--- config.mk ---
export PLATFORM = sky130hd
export DESIGN_NAME = i2c_target
export DESIGN_NICKNAME = d
export VERILOG_FILES = /design/src/rtl/i2c_target_pkg.sv /design/src/rtl/wr_fifo.sv /design/src/rtl/reg_bank.sv /design/src/rtl/i2c_target.sv
export VERILOG_INCLUDE_DIRS = /design/src /design/src/rtl
export SDC_FILE = /design/constraint.sdc
export NUM_CORES = 2
export LEC_CHECK = 0
export BUFFER_PORTS_ARGS = -buffer_cell sky130_fd_sc_hd__buf_2
export CAP_MARGIN = 40
export CORE_ASPECT_RATIO = 1.25
export CORE_MARGIN = 2
export CORE_UTILIZATION = 51
export DETAILED_ROUTE_END_ITERATION = 7
export PLACE_DENSITY = 0.71
export REMOVE_ABC_BUFFERS = 1
export SYNTH_ARGS = -nofsm -noshare
export SYNTH_HDL_FRONTEND = slang
export SYNTH_SLANG_ARGS = --single-unit
--- constraint.sdc ---
create_clock -name clk -period 3.8 [get_ports clk]
set_input_delay 0.76 -clock clk [delete_from_list [all_inputs] [get_ports clk]]
set_output_delay 0.76 -clock clk [all_outputs]
set_load 0.05 [all_outputs]
--- src/rtl/i2c_target_map.svh ---
// Purpose: Constants for the register-pointer I2C target.
// Assumes: Core clock of 100 MHz; the serial clock is sampled, not used as a clock.
// Notes: Offsets are register pointer values on the serial bus.
`ifndef I2C_TARGET_MAP_SVH
`define I2C_TARGET_MAP_SVH

// Bus address and pointer
`define TARGET_ADDR 7'h32
`define PTR_RESET 8'h00
`define PTR_STEP 8'h01
`define REG_COUNT 256

// Scratch registers for access checks
`define SCRATCH_TEST_0_OFS 8'h88
`define SCRATCH_TEST_1_OFS 8'h89
`define SCRATCH_TEST_2_OFS 8'h8A
`define SCRATCH_TEST_3_OFS 8'h8B

// Write staging buffer
`define WR_FIFO_DEPTH 8
`define WR_FIFO_WIDTH 16

// Bit counter values
`define BIT_CNT_ZERO 4'h0
`define BIT_CNT_FULL 4'h8

// Serial clock limits and derived core cycles per half period
`define CLK_KHZ 100000
`define SCL_STD_KHZ 100
`define SCL_FAST_KHZ 400
`define SCL_HALF_MIN_CYC (`CLK_KHZ / (2 * `SCL_FAST_KHZ))

`endif

--- src/rtl/i2c_target_pkg.sv ---
// Purpose: Types for the register-pointer I2C target.
// Assumes: Constants live in i2c_target_map.svh.
// Notes: One-hot state codes are written out.
package i2c_target_pkg;

   // Transfer phases of the target
   typedef enum logic [8:0] {
      ST_IDLE = 9'h001,
      ST_ADDR = 9'h002,
      ST_ADDR_ACK = 9'h004,
      ST_PTR = 9'h008,
      ST_PTR_ACK = 9'h010,
      ST_WDATA = 9'h020,
      ST_WDATA_ACK = 9'h040,
      ST_RDATA = 9'h080,
      ST_RDATA_ACK = 9'h100
   } tgt_state_type;

   // Whole state of the target engine
   typedef struct packed {
      logic scl_s1;
      logic scl_s2;
      logic scl_d;
      logic sda_s1;
      logic sda_s2;
      logic sda_d;
      tgt_state_type state;
      logic [3:0] bit_cnt;
      logic [7:0] shift;
      logic rw;
      logic host_nack;
      logic [7:0] ptr;
      logic drive;
      logic push_valid;
      logic [15:0] push_data;
      logic busy;
   } tgt_regs_type;

endpackage

--- src/rtl/wr_fifo.sv ---
// Purpose: Staging FIFO between the serial engine and the register bank.
// Assumes: Single clock; in_valid is only raised while in_ready is high.
// Notes: Width and depth are parameters; full and empty are exact.
module wr_fifo #(
   parameter int WIDTH = 16,
   parameter int DEPTH = 8
) (
   // Clock and reset
   input wire logic clk,
   input wire logic nrst,
   // Filling side
   input wire logic in_valid,
   input wire logic [WIDTH-1:0] in_data,
   output logic in_ready,
   // Draining side
   output logic out_valid,
   output logic [WIDTH-1:0] out_data,
   input wire logic out_ready
);
   localparam int AW = (DEPTH > 1) ? $clog2(DEPTH) : 1;

   logic [WIDTH-1:0] mem [DEPTH];
   logic [AW-1:0] wr_reg;
   logic [AW-1:0] rd_reg;
   logic [AW:0] cnt_reg;
   logic push;
   logic pop;

   // Handshakes and flags
   assign in_ready = (cnt_reg != (AW+1)'(DEPTH));
   assign out_valid = (cnt_reg != '0);
   assign out_data = mem[rd_reg];
   assign push = in_valid && in_ready;
   assign pop = out_valid && out_ready;

   // Pointers and fill count
   always_ff @(posedge clk or negedge nrst)
   begin
      if (!nrst)
      begin
         wr_reg <= '0;
         rd_reg <= '0;
         cnt_reg <= '0;
      end
      else
      begin
         if (push)
            wr_reg <= (wr_reg == AW'(DEPTH - 1)) ? '0 : AW'(wr_reg + 1'b1);
         if (pop)
            rd_reg <= (rd_reg == AW'(DEPTH - 1)) ? '0 : AW'(rd_reg + 1'b1);
         if (push && !pop)
            cnt_reg <= (AW+1)'(cnt_reg + 1'b1);
         else if (pop && !push)
            cnt_reg <= (AW+1)'(cnt_reg - 1'b1);
      end
   end

   // Storage, not reset
   always_ff @(posedge clk)
   begin
      if (push)
         mem[wr_reg] <= in_data;
   end

endmodule

--- src/rtl/reg_bank.sv ---
// Purpose: The 256-entry bank of 8-bit registers behind the pointer.
// Assumes: One write port, two registered read ports.
// Notes: Contents are undefined until written.
`include "i2c_target_map.svh"

module reg_bank (
   // Clock and reset
   input wire logic clk,
   input wire logic nrst,
   // Write port
   input wire logic wr_en,
   input wire logic [7:0] wr_addr,
   input wire logic [7:0] wr_data,
   // Serial side read port
   input wire logic [7:0] rd_addr_a,
   output logic [7:0] rd_data_a,
   // Core side read port
   input wire logic [7:0] rd_addr_b,
   output logic [7:0] rd_data_b
);
   logic [7:0] mem [`REG_COUNT];

   // Array write
   always_ff @(posedge clk)
   begin
      if (wr_en)
         mem[wr_addr] <= wr_data;
   end

   // Registered reads
   always_ff @(posedge clk or negedge nrst)
   begin
      if (!nrst)
      begin
         rd_data_a <= 8'h00;
         rd_data_b <= 8'h00;
      end
      else
      begin
         rd_data_a <= mem[rd_addr_a];
         rd_data_b <= mem[rd_addr_b];
      end
   end

endmodule

--- src/rtl/i2c_target.sv ---
// Purpose: I2C target giving a host access to a bank of 8-bit registers.
// Assumes: scl and sda arrive asynchronously and are oversampled by clk.
// Notes: Writes pass a staging FIFO; a full FIFO answers the byte with NACK.
`include "i2c_target_map.svh"

// Notes on behaviour
// - Serves standard mode to 100 kHz and fast mode to 400 kHz.
// - Acknowledges only target address 0x32; other addresses are ignored.
// - Every serial register access uses the register chosen by the pointer; the core side reads at core_addr.
// - Host loads the pointer in a write before any register access.
// - Pointer advances by one after each register byte read or accepted for writing; a write byte refused by a full FIFO leaves it.
// - Pointer is 8 bits and wraps from 0xFF to 0x00.
module i2c_target
   import i2c_target_pkg::*;
(
   // Clock and reset
   input wire logic clk,
   input wire logic nrst,
   // Serial pins, open drain
   input wire logic scl,
   input wire logic sda_in,
   output logic sda_out,
   output logic sda_oe_n,
   // Core side
   input wire logic bank_hold,
   input wire logic [7:0] core_addr,
   output logic [7:0] core_rdata,
   output logic [7:0] ptr_out,
   output logic busy
);
   tgt_regs_type st_reg;
   tgt_regs_type st_next;
   logic scl_rise;
   logic scl_fall;
   logic start_cond;
   logic stop_cond;
   logic fifo_ready;
   logic fifo_valid;
   logic [15:0] fifo_data;
   logic [7:0] bank_rdata;

   // Bus events from the second synchroniser stage only
   assign scl_rise = st_reg.scl_s2 && !st_reg.scl_d;
   assign scl_fall = !st_reg.scl_s2 && st_reg.scl_d;
   assign start_cond = st_reg.scl_s2 && st_reg.scl_d && !st_reg.sda_s2 && st_reg.sda_d;
   assign stop_cond = st_reg.scl_s2 && st_reg.scl_d && st_reg.sda_s2 && !st_reg.sda_d;

   // Pin and status outputs
   assign sda_out = 1'b0;
   assign sda_oe_n = !st_reg.drive;
   assign ptr_out = st_reg.ptr;
   assign busy = st_reg.busy;

   // Next state of the serial engine
   always_comb
   begin
      st_next = st_reg;
      st_next.scl_s1 = scl;
      st_next.scl_s2 = st_reg.scl_s1;
      st_next.scl_d = st_reg.scl_s2;
      st_next.sda_s1 = sda_in;
      st_next.sda_s2 = st_reg.sda_s1;
      st_next.sda_d = st_reg.sda_s2;
      st_next.push_valid = 1'b0;
      if (scl_rise)
         st_next.bit_cnt = 4'(st_reg.bit_cnt + 1'b1);
      if (start_cond)
      begin
         // Start or repeated start
         st_next.state = ST_ADDR;
         st_next.bit_cnt = `BIT_CNT_ZERO;
         st_next.drive = 1'b0;
      end
      else if (stop_cond)
      begin
         st_next.state = ST_IDLE;
         st_next.drive = 1'b0;
      end
      else
      begin
         unique case (st_reg.state)
            ST_IDLE:
            begin
               st_next.drive = 1'b0;
            end
            ST_ADDR:
            begin
               if (scl_rise)
                  st_next.shift = {st_reg.shift[6:0], st_reg.sda_s2};
               if (scl_fall && st_reg.bit_cnt == `BIT_CNT_FULL)
               begin
                  if (st_reg.shift[7:1] == `TARGET_ADDR)
                  begin
                     st_next.rw = st_reg.shift[0];
                     st_next.drive = 1'b1;
                     st_next.state = ST_ADDR_ACK;
                  end
                  else
                     st_next.state = ST_IDLE;
               end
            end
            ST_ADDR_ACK:
            begin
               if (scl_fall)
               begin
                  st_next.bit_cnt = `BIT_CNT_ZERO;
                  if (st_reg.rw)
                  begin
                     st_next.shift = bank_rdata;
                     st_next.drive = !bank_rdata[7];
                     st_next.state = ST_RDATA;
                  end
                  else
                  begin
                     st_next.drive = 1'b0;
                     st_next.state = ST_PTR;
                  end
               end
            end
            ST_PTR:
            begin
               if (scl_rise)
                  st_next.shift = {st_reg.shift[6:0], st_reg.sda_s2};
               if (scl_fall && st_reg.bit_cnt == `BIT_CNT_FULL)
               begin
                  st_next.ptr = st_reg.shift;
                  st_next.drive = 1'b1;
                  st_next.state = ST_PTR_ACK;
               end
            end
            ST_PTR_ACK, ST_WDATA_ACK:
            begin
               if (scl_fall)
               begin
                  st_next.bit_cnt = `BIT_CNT_ZERO;
                  st_next.drive = 1'b0;
                  st_next.state = ST_WDATA;
               end
            end
            ST_WDATA:
            begin
               if (scl_rise)
                  st_next.shift = {st_reg.shift[6:0], st_reg.sda_s2};
               if (scl_fall && st_reg.bit_cnt == `BIT_CNT_FULL)
               begin
                  if (fifo_ready)
                  begin
                     st_next.push_valid = 1'b1;
                     st_next.push_data = {st_reg.ptr, st_reg.shift};
                     st_next.ptr = 8'(st_reg.ptr + `PTR_STEP);
                     st_next.drive = 1'b1;
                     st_next.state = ST_WDATA_ACK;
                  end
                  else
                     st_next.state = ST_IDLE;
               end
            end
            ST_RDATA:
            begin
               if (scl_fall)
               begin
                  if (st_reg.bit_cnt == `BIT_CNT_FULL)
                  begin
                     st_next.drive = 1'b0;
                     st_next.state = ST_RDATA_ACK;
                  end
                  else
                  begin
                     st_next.shift = {st_reg.shift[6:0], 1'b0};
                     st_next.drive = !st_reg.shift[6];
                  end
               end
            end
            ST_RDATA_ACK:
            begin
               if (scl_rise)
               begin
                  st_next.host_nack = st_reg.sda_s2;
                  st_next.ptr = 8'(st_reg.ptr + `PTR_STEP);
               end
               if (scl_fall)
               begin
                  if (st_reg.host_nack)
                  begin
                     st_next.drive = 1'b0;
                     st_next.state = ST_IDLE;
                  end
                  else
                  begin
                     st_next.bit_cnt = `BIT_CNT_ZERO;
                     st_next.shift = bank_rdata;
                     st_next.drive = !bank_rdata[7];
                     st_next.state = ST_RDATA;
                  end
               end
            end
            default:
            begin
               st_next.drive = 1'b0;
               st_next.state = ST_IDLE;
            end
         endcase
      end
      st_next.busy = (st_next.state != ST_IDLE);
   end

   // State register, bus lines idle high at reset
   always_ff @(posedge clk or negedge nrst)
   begin
      if (!nrst)
      begin
         st_reg <= '0;
         st_reg.scl_s1 <= 1'b1;
         st_reg.scl_s2 <= 1'b1;
         st_reg.scl_d <= 1'b1;
         st_reg.sda_s1 <= 1'b1;
         st_reg.sda_s2 <= 1'b1;
         st_reg.sda_d <= 1'b1;
         st_reg.state <= ST_IDLE;
         st_reg.ptr <= `PTR_RESET;
      end
      else
         st_reg <= st_next;
   end

   // Staging FIFO for register writes
   wr_fifo #(
      .WIDTH(`WR_FIFO_WIDTH),
      .DEPTH(`WR_FIFO_DEPTH)
   ) u_fifo (
      .clk(clk),
      .nrst(nrst),
      .in_valid(st_reg.push_valid),
      .in_data(st_reg.push_data),
      .in_ready(fifo_ready),
      .out_valid(fifo_valid),
      .out_data(fifo_data),
      .out_ready(!bank_hold)
   );

   reg_bank u_bank (
      .clk(clk),
      .nrst(nrst),
      .wr_en(fifo_valid && !bank_hold),
      .wr_addr(fifo_data[15:8]),
      .wr_data(fifo_data[7:0]),
      .rd_addr_a(st_reg.ptr),
      .rd_data_a(bank_rdata),
      .rd_addr_b(core_addr),
      .rd_data_b(core_rdata)
   );
endmodule

Word level (Yosys, flattened, before mapping):

Memory sizes are Yosys's and may differ from the RTL's. A register that Yosys moved wholly into a read port is not among the register bits.
Index checks and enable logic that the tools add are counted.

* add/sub/neg operators: 6
* equal/unequal tests: 35
* muxes and demuxes: 56
* bitwise gates (word level): 2
* reductions and logical operators: 36

Operators by type and width (number)
* 9-bit two-way mux: 8
* 9-bit one-hot mux with 8 select lines: 1
* 26-bit two-way mux: 2
* 17-bit two-way mux: 3
* 8-bit two-way mux: 6
* 21-bit two-way mux: 2
* 4-bit inequality test (second input constant): 9
* 8-bit one-hot mux with 4 select lines: 1
* 13-bit two-way mux: 2
* 8-bit one-hot mux with 3 select lines: 1
* 22-bit two-way mux: 1
* 1-bit two-way mux: 19
* 2-bit inequality test (second input constant): 9
* 1-bit logical AND: 12
* 1-bit logical NOT: 12
* 12-bit two-way mux: 1
* 4-bit two-way mux: 3
* 4-bit one-hot mux with 3 select lines: 1
* 10-bit AND reduction: 1
* 5-bit AND reduction: 2
* 9-bit by 1-bit == test with 1-bit output (second input constant): 1
* 9-bit by 2-bit == test with 1-bit output (second input constant): 1
* 9-bit by 3-bit == test with 1-bit output (second input constant): 1
* 9-bit by 4-bit == test with 1-bit output (second input constant): 1
* 27 further kinds: 35

* register bits after elaboration: 66
* memory bits (writable): 2176
* input port bits: 13
* output and inout port bits: 19
* logic and storage cells: 156
* memories kept: 2

Memories
* u_bank.mem: words 256, bits a word 8, rd ports 2, clocked after memory_dff 2, wr ports 1, line reg_bank.sv:21 `` logic [7:0] mem [`REG_COUNT]; ``
* u_fifo.mem: words 8, bits a word 16, rd ports 1, clocked after memory_dff 0, wr ports 1, line wr_fifo.sv:22 `logic [WIDTH-1:0] mem [DEPTH];`

Depth between registers and ports, before layout:

* word-level depth: 9
* gate-level depth with buffers: 14
* mapped depth without buffers: 11

Cells and area by module:

Synthesis repeated with hierarchy kept, for this count alone.

* cell total of the unflattened synthesis: 5674
* area total of the unflattened synthesis: 105414.9 µm²

Modules (own cells, without submodules)
* reg_bank: times used 1, cells an instance 5102, area each 96772.8 µm², sequential area each 61899.4 µm²
* wr_fifo: times used 1, cells an instance 249, area each 5591.6 µm², sequential area each 4093.9 µm²
* i2c_target: times used 1, cells an instance 323, area each 3050.4 µm², sequential area each 1410.1 µm²

Worst setup path before layout:

OpenSTA, ideal clock, no wires.

* path type: reg-to-reg
* from: reg u_fifo.rd_reg[0]
* to: mem u_bank.mem[0][0], data pin
* library setup time: 0.555 ns
* arrival time: 3.466 ns
* setup slack: -0.221 ns
* stages on the path, launching flop included: 6
* path buffers: 3
* period minus slack after synthesis: 4.021 ns
* cells stage by stage: dfrtp_1 -> buf_2 -> buf_2 -> buf_1 -> mux4_2 -> mux2_2

* cells in the longest elaborated chain, start to end: 1

RTL lines
* from (decl): line wr_fifo.sv:24 `logic [AW-1:0] rd_reg;`
* from (signal assigned): line wr_fifo.sv:50 `rd_reg <= (rd_reg == AW'(DEPTH - 1)) ? '0 : AW'(rd_reg + 1'b1);`
* memory 8 x 16 bit
* named net fifo_data[0]: line i2c_target.sv:39 `logic [15:0] fifo_data;`
* to (decl): line reg_bank.sv:21

The timed path passes the listed nets, and every way through them passes these cells.

==> impl_metrics.yaml <==
critical_path:
  cp_max_fo: 16
  worstReg2RegEnd: "u_bank.rd_data_a[1]"
  path_buf_inv: 4
  critical_path_class: "reg2reg"
  path_cells: "buf_12 -> buf_12 -> buf_12 -> mux4_2 -> a22o_1 -> a221oi_1 -> o22ai_1 -> buf_4 -> o31ai_2 -> a211oi_1"
  slowest_delay_ns: 0.66
  endpoint_kind: "flop"
  rr_startpoint: "ptr_out[0]"
  start_kind: "flop"
  reg2reg_slack_ns: 0.08
  critical-path-top-delay-family: "compound AO/OA/AOI/OAI gates"
  startpoint: "ptr_out[0]"
  worstPathRequired_ns: 4.55
  cp.arrival_ns: 4.47
  crit_top_cell: "buf_12"
  cp_slowest_cell: "dfrtp_4"
  r2r_cells: 10
timing:
  whs_ns: 0.373
  worst_pin_slew_ns: 1.08
  drv_slew: 0
  finalSetupTns_ns: 0
  finalCriticalPeriod_ns: 3.72
  rsz0062_at_grt: "no"
  fmax_ghz: 0.269
  skew_ns: 0.0647
  max_slew_margin_pct: 27.7
  finalSetupViolCount: 0
  hold_violations: 0
  period_share_pct: 97.9
hold_path:
  whs_path_depth: 0
  whs_endpoint: "st_next[53]"
  hp-start: "st_next[54]"
  hp-class: "reg2reg"
synthesis:
  synth_ff_type: "edfxtp_1"
  synthAdderAreaFrac_pct: 0.138
  post_synth_num_cell_types: 79
  synth_top_family_by_area: "multiplexers"
  synthTopCellsByArea: "edfxtp_1 62%, mux4_2 18%, mux2i_1 4.8%"
  syn_avg_cell_area_um2: 18.0
  synth-simple-area-share_pct: 3.75
  synth_compound_area_share_pct: 5.30
  synthDominantCellAreaShare_pct: 62.0
  syn_area_um2: 105000
  synth_edf_count: 2176
  synth_xor_area_share_pct: 0.0914
  netlist_instances: 5864
  synth_seq_cells: 2258
  synth_warnings: 0
  synth_top_cell_by_area: "edfxtp_1"
  synth-seq-area-share_pct: 63.9
  synth.area.mux_share_pct: 24.1
  synthArstFlopShare_pct: 3.63
routing:
  wl_mm: 335
  firstDrtPassIters: 8
  vias: 65500
  routedWlPerCell_um: 35.7
  via_per_inst: 6.98
  drt-initial-drc-count: 9962
  drc: 2
  ant_nets: 0
layout:
  drive_gt1_share_pct: 32.0
  nets: 6480
  area_growth_pct: 14.6
  final-seq-area_um2: 67400
  largest_reg_flops: 2048
  layout.cells.non_filler: 9376
  multi_input_comb_area_um2: 35400
  fillers: 14800
place:
  dp_hpwl_mm: 231
  portBuffers: 30
  gp_congestion: 0.981
  placed_cells: 8960
run_status:
  status: "complete, but fails checks"
  violations: "DRC"
cts:
  htreeDepth: 4
  clkLatencyLatePin_ns: 0.89
  cts.sinks: 2258
  cts_root_buf: "clkbuf_16"
  cts_buffers: 214
  clockBufferDepth: 3
  clkTransAtPathRegs_ns: 0.06
  cts_tree: "yes"
global_routing:
  grt_max_degree: 121
  antenna_found_initial: 10
  track_usage_pct: 31.6
  grt_pass1_vias: 65300
  grt_pass1_wl_mm: 473
  overflow: 0
floorplan:
  fp.dieW_um: 411
  die_area_um2: 210000
  initial_core_util_pct: 51.3
  die_h_um: 512
  rows: 186
  core_area_um2: 205000
  num_io_pins: 32
power:
  ir_drop_mv: 0.497
  leakagePower_nw: 43.7
  p_per_area_nw_per_um2: 421
  total_power_mw: 50.8
job:
  cap_violations: 0
where the power goes:
part,switching (mW),internal (mW),total [mW]
Combinational,1.21,0.836,2.05
Clock,9.53,12.1,21.7
Sequential,0.157,26.9,27.1
Total,10.9,39.9,50.8
cell type report:
type                    instances  share of cell area [%]
inverters                      16                  0.0497
multi-input cells            3130                    29.3
clock inverters               130                    1.13
repair buffers                836                    6.12
diodes                          7                  0.0145
clock buffers                 273                    4.70
well taps                    2726                    2.82
flip-flops and latches       2258                    55.8
cells in the mapped netlist (38+ instances only):
cell,count
a211oi_1,56
a21oi_1,166
a22o_1,38
a22oi_1,120
buf_2,134
buf_4,72
buf_6,63
clkbuf_1,163
dfrtp_1,75
edfxtp_1,2176
mux2_2,55
mux2i_1,503
mux4_2,864
nand2_1,203
nand3_1,57
nor2_1,378
nor3_1,44
o21ai_0,80
o221ai_1,108
o22ai_1,78
worst max path at each step:
stage | slack, ns | depth (start not counted) | to
2_1_floorplan | -19.57 | 7 | u_bank.rd_data_a[3]
3_3_place_gp | -0.37 | 9 | u_bank.rd_data_b[1]
3_5_place_dp | -0.40 | 9 | u_bank.rd_data_b[1]
4_1_cts | 0.12 | 8 | u_bank.rd_data_a[5]
5_1_grt | 0.01 | 8 | u_bank.mem[233][6]
6_report | 0.08 | 10 | u_bank.rd_data_a[1]
cell usage in the layout, fill, tap and decap left out, types with 78 or more instances in the layout:
cell	n
a21oi_1	166
o21ai_0	80
buf_12	93
o221ai_1	108
nand2_1	202
clkbuf_16	217
o22ai_1	78
nor2_1	374
a22oi_1	120
mux4_2	864
edfxtp_1	2176
mux2i_1	503
buf_4	707
layer usage:
layer,share of wire [%],global-route usage [%]
met1,34,38.9
met2,48,51.0
met3,11,6.74
met4,7.7,20.2
met5,0.0093,0
per-stage QoR:
step	util, %	area, um^2	worst slack (ns)
floorplan	-	103000	-19.57
global placement	55.3	114000	-0.369
detailed placement	55.3	114000	-0.401
CTS	58.8	121000	0.118
global route	58.8	121000	0.0146
finish	58.8	121000	0.0812
logic make-up (layout without fill, tap and decap cells):
logic type,Yosys count,after routing
AO/OA/AOI/OAI,805,805
XOR/XNOR,11,11
adder cells (fa/ha/maj),11,11
buffers and inverters,476,1255
flip-flops,2258,2258
multiplexers,1435,1435
other,1,8
AND/OR/NAND/NOR,867,867
timing repair:
action | 4_1_cts | 5_1_grt
hold buffers | 3 | 0
endpoints found under the setup margin | 1 | 1
gates resized for setup | 1 | 1
cloned | 0 | 0
endpoints found under the hold margin | 13 | 0
setup buffers | 0 | 0
(Power assumes the default switching activity.)
